`config.mk`:
```
export PLATFORM = sky130hd
export DESIGN_NAME = core_interrupt_control
export DESIGN_NICKNAME = d
export VERILOG_FILES = /design/src/rtl/core_irq_pkg.sv /design/src/rtl/pin_sync.sv /design/src/rtl/core_interrupt_control.sv
export SDC_FILE = /design/constraint.sdc
export NUM_CORES = 1
export LEC_CHECK = 0
export BUFFER_PORTS_ARGS = -buffer_cell sky130_fd_sc_hd__buf_2
export CORE_MARGIN = 5
export CORE_UTILIZATION = 52
export DETAILED_ROUTE_END_ITERATION = 8
export HOLD_SLACK_MARGIN = 0.1
export PLACE_DENSITY = 0.76
export SYNTH_ARGS = -nofsm -noshare
export SYNTH_HDL_FRONTEND = slang
export SYNTH_SLANG_ARGS = --single-unit
export TNS_END_PERCENT = 30
```
`constraint.sdc`:
```
create_clock -name i_sys_clk -period 1.3 [get_ports i_sys_clk]
set_input_delay 0.065 -clock i_sys_clk [delete_from_list [all_inputs] [get_ports i_sys_clk]]
set_output_delay 0.065 -clock i_sys_clk [all_outputs]
set_load 0.01 [all_outputs]
```
`src/rtl/core_irq_pkg.sv`:
```
// Shared constants and carrier types for the core interrupt control block.
// Assumes one system clock domain and a core bus with a 9-bit banked address.
package core_irq_pkg;

   // Core register bus geometry.
   localparam int ADDR_W = 9;
   localparam int DATA_W = 8;

   // The control register decodes on the low seven address bits so that it
   // mirrors into every data bank (0x00B, 0x08B, 0x10B, 0x18B).
   localparam int                BANK_OFS_W       = 7;
   localparam logic [ADDR_W-1:0] IRQ_CONTROL_ADDR = 9'h08b;
   localparam logic [BANK_OFS_W-1:0] IRQ_CONTROL_OFS = IRQ_CONTROL_ADDR[BANK_OFS_W-1:0];

   // Field positions inside the control register.
   localparam int GLOBAL_EN_BIT   = 7;
   localparam int PERIPH_EN_BIT   = 6;
   localparam int TICK_EN_BIT     = 5;
   localparam int EXT_EN_BIT      = 4;
   localparam int CHANGE_EN_BIT   = 3;
   localparam int TICK_FLAG_BIT   = 2;
   localparam int EXT_FLAG_BIT    = 1;
   localparam int CHANGE_FLAG_BIT = 0;

   // Reset values of the reset-driven fields.
   localparam logic [DATA_W-1:0] READ_IDLE = 8'h00;
   localparam logic              EN_RESET  = 1'b0;
   localparam logic              FLAG_RESET = 1'b0;

   // Monitored pin widths: six pins of the first port, four of the second.
   localparam int FIRST_PORT_W  = 6;
   localparam int SECOND_PORT_W = 4;

   // One access from the core to its register space.
   typedef struct packed {
      logic              wr;
      logic              rd;
      logic [ADDR_W-1:0] addr;
      logic [DATA_W-1:0] wdata;
   } core_bus_req_t;

   // Pin-side event sources.
   typedef struct packed {
      logic                     ext_irq_pin;
      logic [FIRST_PORT_W-1:0]  first_io_port;
      logic [SECOND_PORT_W-1:0] second_io_port;
   } irq_pins_t;

endpackage : core_irq_pkg

```
`src/rtl/pin_sync.sv`:
```
// Three-stage synchroniser with an agreement filter for pin inputs.
// Assumes the inputs are asynchronous to i_sys_clk.
`timescale 1ns/1ps
`default_nettype none

module pin_sync #(
   parameter int WIDTH = 1
) (
   input  wire logic             i_sys_clk,
   input  wire logic             i_rst_n,
   input  wire logic [WIDTH-1:0] i_pin,
   output var  logic [WIDTH-1:0] o_level,
   output var  logic             o_settled
);

   logic [WIDTH-1:0] meta_r;
   logic [WIDTH-1:0] stage2_r;
   logic [WIDTH-1:0] stage3_r;

   // The first stage feeds only the second, so a metastable value never
   // reaches a comparator.
   always_ff @(posedge i_sys_clk or negedge i_rst_n)
   begin
      if (!i_rst_n)
      begin
         meta_r   <= '0;
         stage2_r <= '0;
         stage3_r <= '0;
      end
      else
      begin
         meta_r   <= i_pin;
         stage2_r <= meta_r;
         stage3_r <= stage2_r;
      end
   end

   // A bit is accepted only once the second and third stages agree.
   always_ff @(posedge i_sys_clk or negedge i_rst_n)
   begin
      if (!i_rst_n)
      begin
         o_level <= '0;
      end
      else
      begin
         for (int i = 0; i < WIDTH; i++)
         begin
            if (stage2_r[i] == stage3_r[i])
            begin
               o_level[i] <= stage3_r[i];
            end
         end
      end
   end

   // Settled marks that every stage holds real pin data; before that the
   // accepted level is only the reset constant and must not count as a change.
   logic [1:0] fill_r;

   always_ff @(posedge i_sys_clk or negedge i_rst_n)
   begin
      if (!i_rst_n)
      begin
         fill_r    <= 2'b00;
         o_settled <= 1'b0;
      end
      else
      begin
         if (fill_r != 2'b11)
         begin
            fill_r <= fill_r + 2'b01;
         end
         o_settled <= (fill_r == 2'b11);
      end
   end

endmodule // pin_sync

`default_nettype wire

```
`src/rtl/core_interrupt_control.sv`:
```
// Core interrupt control register with its event flags and request output.
// Assumes the core accesses registers on i_sys_clk through i_bus, the timer
// overflow pulse comes from logic on the same clock, and pins are asynchronous.
`timescale 1ns/1ps
`default_nettype none

module core_interrupt_control (
   input  wire logic                                     i_sys_clk,
   input  wire logic                                     i_rst_n,
   input  wire core_irq_pkg::core_bus_req_t              i_bus,
   input  wire core_irq_pkg::irq_pins_t                  i_pins,
   input  wire logic                                     i_tick_overflow,
   input  wire logic                                     i_ext_rising_edge,
   input  wire logic [core_irq_pkg::FIRST_PORT_W-1:0]    i_first_port_change_mask,
   input  wire logic [core_irq_pkg::SECOND_PORT_W-1:0]   i_second_port_change_mask,
   input  wire logic                                     i_periph_irq_pending,
   output var  logic [core_irq_pkg::DATA_W-1:0]          o_rd_data,
   output var  logic [core_irq_pkg::DATA_W-1:0]          o_irq_control_reg,
   output var  logic                                     o_irq_req
);

   localparam int PIN_W = 1 + core_irq_pkg::FIRST_PORT_W + core_irq_pkg::SECOND_PORT_W;

   // Control and flag state.
   logic global_irq_enable_r;
   logic periph_group_irq_enable_r;
   logic tick_overflow_irq_enable_r;
   logic ext_pin_irq_enable_r;
   logic pin_change_irq_enable_r;
   logic tick_overflow_flag_r;
   logic ext_pin_flag_r;
   logic pin_change_flag_r;

   // Synchronised pin view.
   logic [PIN_W-1:0] pin_level;
   logic             pin_settled;
   logic [PIN_W-1:0] pin_prev_r;
   logic             pin_prev_ok_r;

   // Decoded core access.
   logic             reg_hit;
   logic             reg_wr;
   logic             reg_rd;
   logic [core_irq_pkg::DATA_W-1:0] reg_value;

   // Events detected this cycle.
   logic ext_event;
   logic change_event;
   logic [core_irq_pkg::FIRST_PORT_W-1:0]  first_diff;
   logic [core_irq_pkg::SECOND_PORT_W-1:0] second_diff;
   logic request_nxt;

   // Per-source request terms, each a flag paired with its own enable.
   logic tick_term;
   logic ext_term;
   logic change_term;
   logic periph_term;

   // All monitored pins share one synchroniser so they settle together.
   // A single settled flag then covers every pin, and no pin can report a
   // change while another is still filling its stages.
   pin_sync #(
      .WIDTH (PIN_W)
   ) u_pin_sync (
      .i_sys_clk (i_sys_clk),
      .i_rst_n   (i_rst_n),
      .i_pin     ({i_pins.ext_irq_pin, i_pins.first_io_port, i_pins.second_io_port}),
      .o_level   (pin_level),
      .o_settled (pin_settled)
   );

   // Only the low bank offset is decoded, so every bank sees the same register.
   // The two bank-select bits are ignored on purpose; any other offset is
   // refused, so writes elsewhere leave the register untouched.
   assign reg_hit = (i_bus.addr[core_irq_pkg::BANK_OFS_W-1:0] == core_irq_pkg::IRQ_CONTROL_OFS);
   assign reg_wr  = i_bus.wr & reg_hit;
   assign reg_rd  = i_bus.rd & reg_hit;

   // Assemble the register image, global enable at the top down to the change
   // flag at bit 0. Every one of the eight positions holds live state.
   always_comb
   begin
      reg_value = core_irq_pkg::READ_IDLE;
      reg_value[core_irq_pkg::GLOBAL_EN_BIT]   = global_irq_enable_r;
      reg_value[core_irq_pkg::PERIPH_EN_BIT]   = periph_group_irq_enable_r;
      reg_value[core_irq_pkg::TICK_EN_BIT]     = tick_overflow_irq_enable_r;
      reg_value[core_irq_pkg::EXT_EN_BIT]      = ext_pin_irq_enable_r;
      reg_value[core_irq_pkg::CHANGE_EN_BIT]   = pin_change_irq_enable_r;
      reg_value[core_irq_pkg::TICK_FLAG_BIT]   = tick_overflow_flag_r;
      reg_value[core_irq_pkg::EXT_FLAG_BIT]    = ext_pin_flag_r;
      reg_value[core_irq_pkg::CHANGE_FLAG_BIT] = pin_change_flag_r;
   end

   // Remember the previous accepted pin levels to spot edges and changes.
   // Both registers restart on reset so the first real sample is never
   // compared against a stale level.
   always_ff @(posedge i_sys_clk or negedge i_rst_n)
   begin
      if (!i_rst_n)
      begin
         pin_prev_r    <= '0;
         pin_prev_ok_r <= 1'b0;
      end
      else
      begin
         pin_prev_r    <= pin_level;
         pin_prev_ok_r <= pin_settled;
      end
   end

   // The external pin fires on the selected edge only; comparing against the
   // previous level needs both samples to be real pin data.
   always_comb
   begin
      ext_event = 1'b0;
      if (pin_prev_ok_r)
      begin
         if (i_ext_rising_edge)
         begin
            ext_event = pin_level[PIN_W-1] & ~pin_prev_r[PIN_W-1];
         end
         else
         begin
            ext_event = ~pin_level[PIN_W-1] & pin_prev_r[PIN_W-1];
         end
      end
   end

   // Any masked pin of either port that differs from its last level counts.
   // The first port's mask is an extra gate of this block; an all-ones mask
   // watches all six pins.
   // The second port watches only pins whose change mask bit is set.
   assign first_diff   = (pin_level[PIN_W-2 -: core_irq_pkg::FIRST_PORT_W]
                          ^ pin_prev_r[PIN_W-2 -: core_irq_pkg::FIRST_PORT_W])
                         & i_first_port_change_mask;
   assign second_diff  = (pin_level[core_irq_pkg::SECOND_PORT_W-1:0]
                          ^ pin_prev_r[core_irq_pkg::SECOND_PORT_W-1:0])
                         & i_second_port_change_mask;
   assign change_event = pin_prev_ok_r & ((|first_diff) | (|second_diff));

   // Enable bits: plain read/write storage cleared by every reset.
   // A write always replaces all five enables together; there is no per-bit
   // write mask, so software updates them by read, modify and write.
   always_ff @(posedge i_sys_clk or negedge i_rst_n)
   begin
      if (!i_rst_n)
      begin
         global_irq_enable_r        <= core_irq_pkg::EN_RESET;
         periph_group_irq_enable_r  <= core_irq_pkg::EN_RESET;
         tick_overflow_irq_enable_r <= core_irq_pkg::EN_RESET;
         ext_pin_irq_enable_r       <= core_irq_pkg::EN_RESET;
         pin_change_irq_enable_r    <= core_irq_pkg::EN_RESET;
      end
      else if (reg_wr)
      begin
         global_irq_enable_r        <= i_bus.wdata[core_irq_pkg::GLOBAL_EN_BIT];
         periph_group_irq_enable_r  <= i_bus.wdata[core_irq_pkg::PERIPH_EN_BIT];
         tick_overflow_irq_enable_r <= i_bus.wdata[core_irq_pkg::TICK_EN_BIT];
         ext_pin_irq_enable_r       <= i_bus.wdata[core_irq_pkg::EXT_EN_BIT];
         pin_change_irq_enable_r    <= i_bus.wdata[core_irq_pkg::CHANGE_EN_BIT];
      end
   end

   // Timer overflow flag. A rollover in the same cycle as a software write of
   // zero still sets the flag, so no overflow is lost. The timer itself lives
   // outside and keeps its count over reset; only the flag is cleared here.
   // Software should load the timer before it clears this flag after a reset,
   // or an overflow counted before the reset can be reported again.
   always_ff @(posedge i_sys_clk or negedge i_rst_n)
   begin
      if (!i_rst_n)
      begin
         tick_overflow_flag_r <= core_irq_pkg::FLAG_RESET;
      end
      else if (i_tick_overflow)
      begin
         tick_overflow_flag_r <= 1'b1;
      end
      else if (reg_wr)
      begin
         tick_overflow_flag_r <= i_bus.wdata[core_irq_pkg::TICK_FLAG_BIT];
      end
   end

   // External pin flag; the event is caught whatever the enables hold.
   // The edge is judged on the filtered level, so a pin pulse shorter than
   // about two clocks can be missed; slower pin activity is always seen.
   always_ff @(posedge i_sys_clk or negedge i_rst_n)
   begin
      if (!i_rst_n)
      begin
         ext_pin_flag_r <= core_irq_pkg::FLAG_RESET;
      end
      else if (ext_event)
      begin
         ext_pin_flag_r <= 1'b1;
      end
      else if (reg_wr)
      begin
         ext_pin_flag_r <= i_bus.wdata[core_irq_pkg::EXT_FLAG_BIT];
      end
   end

   // Port change flag. It has no reset on purpose: its value survives reset
   // and is unknown after power-up, so software must clear it before use.
   // A pin change and a write of zero in one cycle leave the flag set.
   always_ff @(posedge i_sys_clk)
   begin
      if (change_event)
      begin
         pin_change_flag_r <= 1'b1;
      end
      else if (reg_wr)
      begin
         pin_change_flag_r <= i_bus.wdata[core_irq_pkg::CHANGE_FLAG_BIT];
      end
   end

   // Each source counts only while its flag and its own enable are both set.
   assign tick_term   = tick_overflow_irq_enable_r & tick_overflow_flag_r;
   assign ext_term    = ext_pin_irq_enable_r & ext_pin_flag_r;
   assign change_term = pin_change_irq_enable_r & pin_change_flag_r;

   // The peripheral group arrives already combined from its own flag and
   // enable pairs; this block gates it with bit 6 and then with the global enable.
   assign periph_term = periph_group_irq_enable_r & i_periph_irq_pending;

   // Request logic. Global enable is the last gate, so clearing it masks every
   // source at once and disturbs no flag. A stale flag raises a request as soon
   // as its enable is written, which is why software clears flags before enabling.
   always_comb
   begin
      request_nxt = tick_term | ext_term | change_term | periph_term;
      request_nxt = request_nxt & global_irq_enable_r;
   end

   // Registered request to the core; one cycle behind the register state.
   // Registering it keeps the request free of decode glitches, at the cost of
   // one clock of latency after the flag and enables line up.
   always_ff @(posedge i_sys_clk or negedge i_rst_n)
   begin
      if (!i_rst_n)
      begin
         o_irq_req <= 1'b0;
      end
      else
      begin
         o_irq_req <= request_nxt;
      end
   end

   // Read port: data appears the cycle after the read strobe and returns to
   // zero otherwise, so an unmapped read answers zero.
   // A write and a read in one cycle return the value from before the write.
   always_ff @(posedge i_sys_clk or negedge i_rst_n)
   begin
      if (!i_rst_n)
      begin
         o_rd_data <= core_irq_pkg::READ_IDLE;
      end
      else if (reg_rd)
      begin
         o_rd_data <= reg_value;
      end
      else
      begin
         o_rd_data <= core_irq_pkg::READ_IDLE;
      end
   end

   // Live copy of the register for the core's own use. The change flag bit
   // can be unknown until software first writes it.
   // It lags the internal state by the same one cycle as the request output.
   always_ff @(posedge i_sys_clk or negedge i_rst_n)
   begin
      if (!i_rst_n)
      begin
         o_irq_control_reg <= core_irq_pkg::READ_IDLE;
      end
      else
      begin
         o_irq_control_reg <= reg_value;
      end
   end

endmodule // core_interrupt_control

`default_nettype wire

```
==> run metrics, run 1 <==
status=complete, but fails checks; failing checks=setup timing; gr ovfl total=0; antenna violations before repair=0; Clock Skew=7.27 ps; register area share after synthesis=between 70 and 80%; Setup crit end kind=flip-flop; RSZ-0062 raised after global routing=true; initial core utilization=54.6%; register bit total from synthesis=84; Period minus WS final=1510 ps; largest net degree at the start of global routing=84; DRT Wirelength=approximately 4.2 mm; final core utilization=73.1%; Avg Cell Area, Syn=approximately 18 um^2; die width=81.1 um; final hold violation count=0; Reg clk slew, reported paths=80 ps; H-tree depth=3; final worst slack=-209 ps; Max-cap violations=0; first-pass GRT wire length=7.11 mm; Area Growth Syn to Fin=33.9%; I/O Pins=62; CP Max Fanout=3; Worst Setup Path Type=in2reg; Num CTS Buffers=9; final worst path period share=116%; clk buf depth=2; count of input and output buffers=59; Synth Instances=150; Fill cells=305; clk sink count=84; die height=81.1 um; Setup Viol. Count Final=8; worst skew pair latency=340 ps; # DRC=0; total number of vias=1475; Least-Margin Pin Slew=about 410 ps; DRT Pass-1 Iters=4; Final HPWL DP=2.59 mm; Mapped Area=2630 um^2; Placeable Area=4820 um^2; Yosys cell types=23; Tightest Hold Check Type=in2reg; CTS Root Cell=clkbuf_8; hold_ws=107 ps; post-synthesis net count=196; CP Launch Type=input port; nets@finish=about 300; total chip power=approximately 5 mW; antenna-violating nets left=0; maximum ir drop on the vdd rail=0.985 mV; cell count of the worst reg-to-reg path=4; Leak=1.69 nW; number of global-route vias before repair=1587; worst path arrival time=1740 ps; PD cells=1400 nW/um^2; DR iter-0 viols=83; CP required=1540 ps; number of synthesis warnings=0; # diodes=0; Avg WL per Cell=13.2 um; row count=25; Pins Over Slew Limit=0; Via density=4.57; GRT Total Usage=15.0%; Rel. slew slack=72.7%; final RePlAce weighted congestion=0.735; Fmax=663 MHz; layout cells sized above 1=36.7%; CTS tree=built; hold path depth=4; die area=6580 um^2
final cells by class:
cell class | count | area [um^2] | share of cell area, %
clock buffers | 10 | 128 | 3.63
inverters | 4 | 15.0 | 0.427
multi-input cells | 61 | 513 | 14.6
clock inverters | 6 | 65.1 | 1.85
flip-flops and latches | 84 | 2100 | 59.6
repair buffers | 91 | 618 | 17.6
well taps | 67 | 83.8 | 2.38
placed cells by master, fill, tap and decap left out:
master         synthesis  routed
a211o_1                1       1
nand2_1                3       3
buf_12                 0       1
dlygate4sd3_1          0      23
dfrtp_1               83      83
bufinv_16              0       1
ha_1                   1       1
clkinv_2               0       2
clkbuf_1               0       1
inv_1                  4       4
clkbuf_8               0       9
clkinv_4               0       2
a22oi_1                7       7
nor4_1                 1       1
and2_1                 8       8
xnor2_1                1       1
mux2_2                 6       6
buf_6                  1       2
buf_2                  0      57
a211o_2                1       1
or4b_4                 0       1
clkinvlp_4             0       1
buf_4                  0       8
nand3_1                1       1
maj3_1                11      11
dfxtp_1                1       1
a221o_2                1       1
mux2_4                 1       1
a21boi_0               2       2
o21ai_0                1       1
xor2_1                10      10
or4_4                  0       1
nor2_1                 3       3
critical path: stages:
cell     delay (ps)
buf_6            90
or4b_4          530
or4_4           530
mux2_4          310
a211o_1         220
logic make-up after synthesis:
family	synth area share (%)
AOI/OAI and AO/OA	3.90
xor gates and xnor gates	3.66
adders and majority gates	4.66
buffers and inverters	0.999
DFF	79.8
muxes	3.14
and+or+nand+nor	3.86
where the power goes:
group          switching [mW]  leakage [nW]  total, mW  internal, mW
combinational           0.150         0.605      0.358         0.208
clock                   0.849        0.0962       1.74         0.887
sequential             0.0793         0.991       2.84          2.76
synth_stat cells:
library cell / n / share of area [%]
nand2_1: 3 / 0.43
xor2_1: 10 / 3.3
nand3_1: 1 / 0.19
and2_1: 8 / 1.9
or4_1: 1 / 0.29
xnor2_1: 1 / 0.33
a211o_2: 1 / 0.38
o21ai_0: 1 / 0.19
or4b_1: 1 / 0.38
ha_1: 1 / 0.48
maj3_1: 11 / 4.2
nor4_1: 1 / 0.24
dfrtp_1: 83 / 79
a221o_2: 1 / 0.43
a21boi_0: 2 / 0.57
nor2_1: 3 / 0.43
mux2_4: 1 / 0.57
inv_1: 4 / 0.57
a211o_1: 1 / 0.33
a22oi_1: 7 / 2.0
mux2_2: 6 / 2.6
buf_6: 1 / 0.43
dfxtp_1: 1 / 0.76
metrics by stage:
stage | setup slack, ps | TNS, ps | cell area [um^2] | std cells
finish | -209 | -1030 | 3520 | 323
global route | -201 | -932 | 3520 | 323
CTS | -185 | -820 | 3520 | 323
detailed placement | -624 | -4860 | 3070 | 283
global placement | -589 | -4600 | 3070 | 283
floorplan | -543 | -3260 | 2630 | 150
per-layer routing:
layer | vias to the layer above | share of wire (%) | global-route usage (%)
li1 | 704 | - | -
met1 | 718 | 41 | 17.8
met2 | 43 | 51 | 24.6
met3 | 10 | 5.2 | 4.32
met4 | 0 | 2.3 | 8.11
met5 | - | 0 | 0
final timing paths:
path                            slack, ps                          from                      to
min in group asynchronous             280                       i_rst_n    u_pin_sync.meta_r[7]
worst min register to register        350          u_pin_sync.meta_r[8]  u_pin_sync.stage2_r[8]
worst max register to register         10         u_pin_sync.o_level[9]       pin_change_flag_r
worst min-delay path                  110  i_second_port_change_mask[1]       pin_change_flag_r
worst max-delay path                 -210                     i_bus[13]       pin_change_flag_r
max in group asynchronous             700                       i_rst_n            o_rd_data[0]
what timing repair did:
action                                 4_1_cts  5_1_grt
setup buffers                                1        0
cloned                                       0        0
gates resized for setup                      4        0
pin swaps                                    1        0
setup endpoints to repair                    8        8
hold buffers                                23        0
endpoints found under the hold margin      103        0
Note: power is estimated with default switching activity, not from simulation.
==> run 2: changes to the inputs <==
--- a/config.mk
+++ b/config.mk
@@ -6,11 +6,14 @@
 export NUM_CORES = 1
 export LEC_CHECK = 0
 export BUFFER_PORTS_ARGS = -buffer_cell sky130_fd_sc_hd__buf_2
+export CELL_PAD_IN_SITES_DETAIL_PLACEMENT = 0
+export CELL_PAD_IN_SITES_GLOBAL_PLACEMENT = 1
 export CORE_MARGIN = 5
-export CORE_UTILIZATION = 52
+export CORE_UTILIZATION = 43
+export CTS_BUF_LIST = sky130_fd_sc_hd__clkbuf_4 sky130_fd_sc_hd__clkbuf_8 sky130_fd_sc_hd__clkbuf_16
 export DETAILED_ROUTE_END_ITERATION = 8
 export HOLD_SLACK_MARGIN = 0.1
-export PLACE_DENSITY = 0.76
+export PLACE_DENSITY = 0.75
 export SYNTH_ARGS = -nofsm -noshare
 export SYNTH_HDL_FRONTEND = slang
 export SYNTH_SLANG_ARGS = --single-unit
==> run 2 against run 1 <==
  * Critical path type unchanged
  * Register-to-register slack barely moved
  * Fmax barely moved
  * The run still ends with setup timing left
  * Largest power group unchanged
  * Cell count rose by 2.2%
==> run metrics, run 2 (synthesized netlist as in run 1, its figures left out) <==
status=complete, but fails checks; failing checks=setup timing; CP Launch Type=input port; die height=88.2 um; Clock Skew=5.51 ps; Reg clk slew, reported paths=70 ps; Placeable Area=5920 um^2; final RePlAce weighted congestion=0.664; antenna-violating nets left=0; Least-Margin Pin Slew=408 ps; Setup crit end kind=flip-flop; Leak=1.70 nW; worst r2r src=u_pin_sync.o_level[1]; total number of vias=1450; Crit Reg-Reg Endpoint=pin_change_flag_r; # diodes=0; die area=7780 um^2; Finished Layout Cells=330; Max-cap violations=0; row count=28; # DRC=0; R2R setup slack=roughly 20 ps; H-tree depth=3; nets@finish=297; Area Growth Syn to Fin=34.1%; Via density=between 4 and 5; Placed Cells incl. Taps=293; DRT Pass-1 Iters=4; final hold violation count=0; flip-flop and latch area=2100 um^2; final worst slack=-210 ps; worst setup path end=ext_pin_flag_r; Post-CTS Repair Setup Buffers=0; worst path arrival time=1730 ps; die width=88.2 um; initial core utilization=between 40% and 50%; commonest non-fill, non-tap cells in the layout=dfrtp_1 (83), buf_2 (57), dlygate4sd3_1 (22), maj3_1 (11); first-pass GRT wire length=7.36 mm; Fill cells=449; final core utilization=59.6%; total chip power=approximately 5 mW; multi-input logic area=513 um^2; largest net degree at the start of global routing=84; commonest non-fill, non-tap cell in the layout=dfrtp_1; final worst path period share=116%; PD cells=1410 nW/um^2; cell count of the worst reg-to-reg path=4; gr ovfl total=0; maximum ir drop on the vdd rail=0.673 mV; Final HPWL DP=2.82 mm; CTS Root Cell=clkbuf_8; number of global-route vias before repair=1611; crit path launch=i_bus[13]; DR iter-0 viols=42; layout cells sized above 1=between 30% and 40%; Setup Viol. Count Final=8; Period minus WS final=1510 ps; clk sink count=84; RSZ-0062 raised after global routing=true; GRT Total Usage=12.6%; Fmax=~660 MHz; Tightest Hold Check Type=in2reg; DRT Wirelength=4.23 mm; count of input and output buffers=59; worst skew pair latency=330 ps; Pins Over Slew Limit=0; Avg WL per Cell=12.8 um; CP required=1520 ps; clk buf depth=2; Worst Setup Path Type=in2reg; Num CTS Buffers=9; I/O Pins=62; CP Max Fanout=3; post-route setup TNS=-1310 ps; CTS tree=built; antenna violations before repair=0; Rel. slew slack=between 70% and 80%
run 2: changes by cell type in the layout (fill, tap and decap cells not counted), sizes merged:
| cell | before | now |
|---|---|---|
| clkbuf | 10 | 13 |
| clkinv | 4 | 1 |
| buf | 68 | 69 |
| clkinvlp | 1 | 0 |
| dlygate4sd3 | 23 | 22 |
run 2: routing by layer:
metal  GRT usage [%]  wire length [um]
met3            3.48               259
met2            20.1              2140
met4            6.59                94
met5               0                 0
met1            15.8              1730
run 2: how the worst min path moves through the flow:
stage | depth (start not counted) | start | to | slack [ps]
final | 4 | i_first_port_change_mask[1] | pin_change_flag_r | 120
after global routing | 4 | i_first_port_change_mask[2] | pin_change_flag_r | 130
after CTS | 4 | i_first_port_change_mask[1] | pin_change_flag_r | 120
after detailed placement | 2 | i_rst_n | u_pin_sync.stage2_r[8] | 130
after global placement | 2 | i_rst_n | u_pin_sync.meta_r[8] | 120
after floorplan | 0 | i_rst_n | ext_pin_flag_r | -230
run 2: power by group:
| part | internal (mW) | switching (mW) | total [mW] |
|---|---|---|---|
| Sequential | 2.76 | 0.0762 | 2.84 |
| Clock | 0.993 | 0.799 | 1.79 |
| Combinational | 0.209 | 0.148 | 0.357 |
run 2: layout make-up:
cell class                      instances  area share, %
Clock buffer                           13           4.54
Clock inverter                          2          0.994
Inverter                                4          0.426
Multi-Input combinational cell         61           14.5
Sequential cell                        84           59.5
Tap cell                               75           2.66
Timing Repair Buffer                   91           17.4
run 2: repair_timing:
action	in CTS	in global routing
hold endpoints to repair	103	0
endpoints found under the setup margin	8	8
hold buffers	22	0
resized for setup	3	0
run 2: critical path, stage by stage:
cell and delay, ps:
buf_6 90, or4b_4 530, or4_4 520, buf_4 160, a221o_2 360
run 2: through the flow:
step,hold slack (ps),setup slack [ps],area (um^2)
final,117,-210,3530
after global routing,126,-220,3530
after CTS,116,-195,3530
after detailed placement,131,-639,3100
after global placement,117,-611,3100
after floorplan,-231,-543,2630
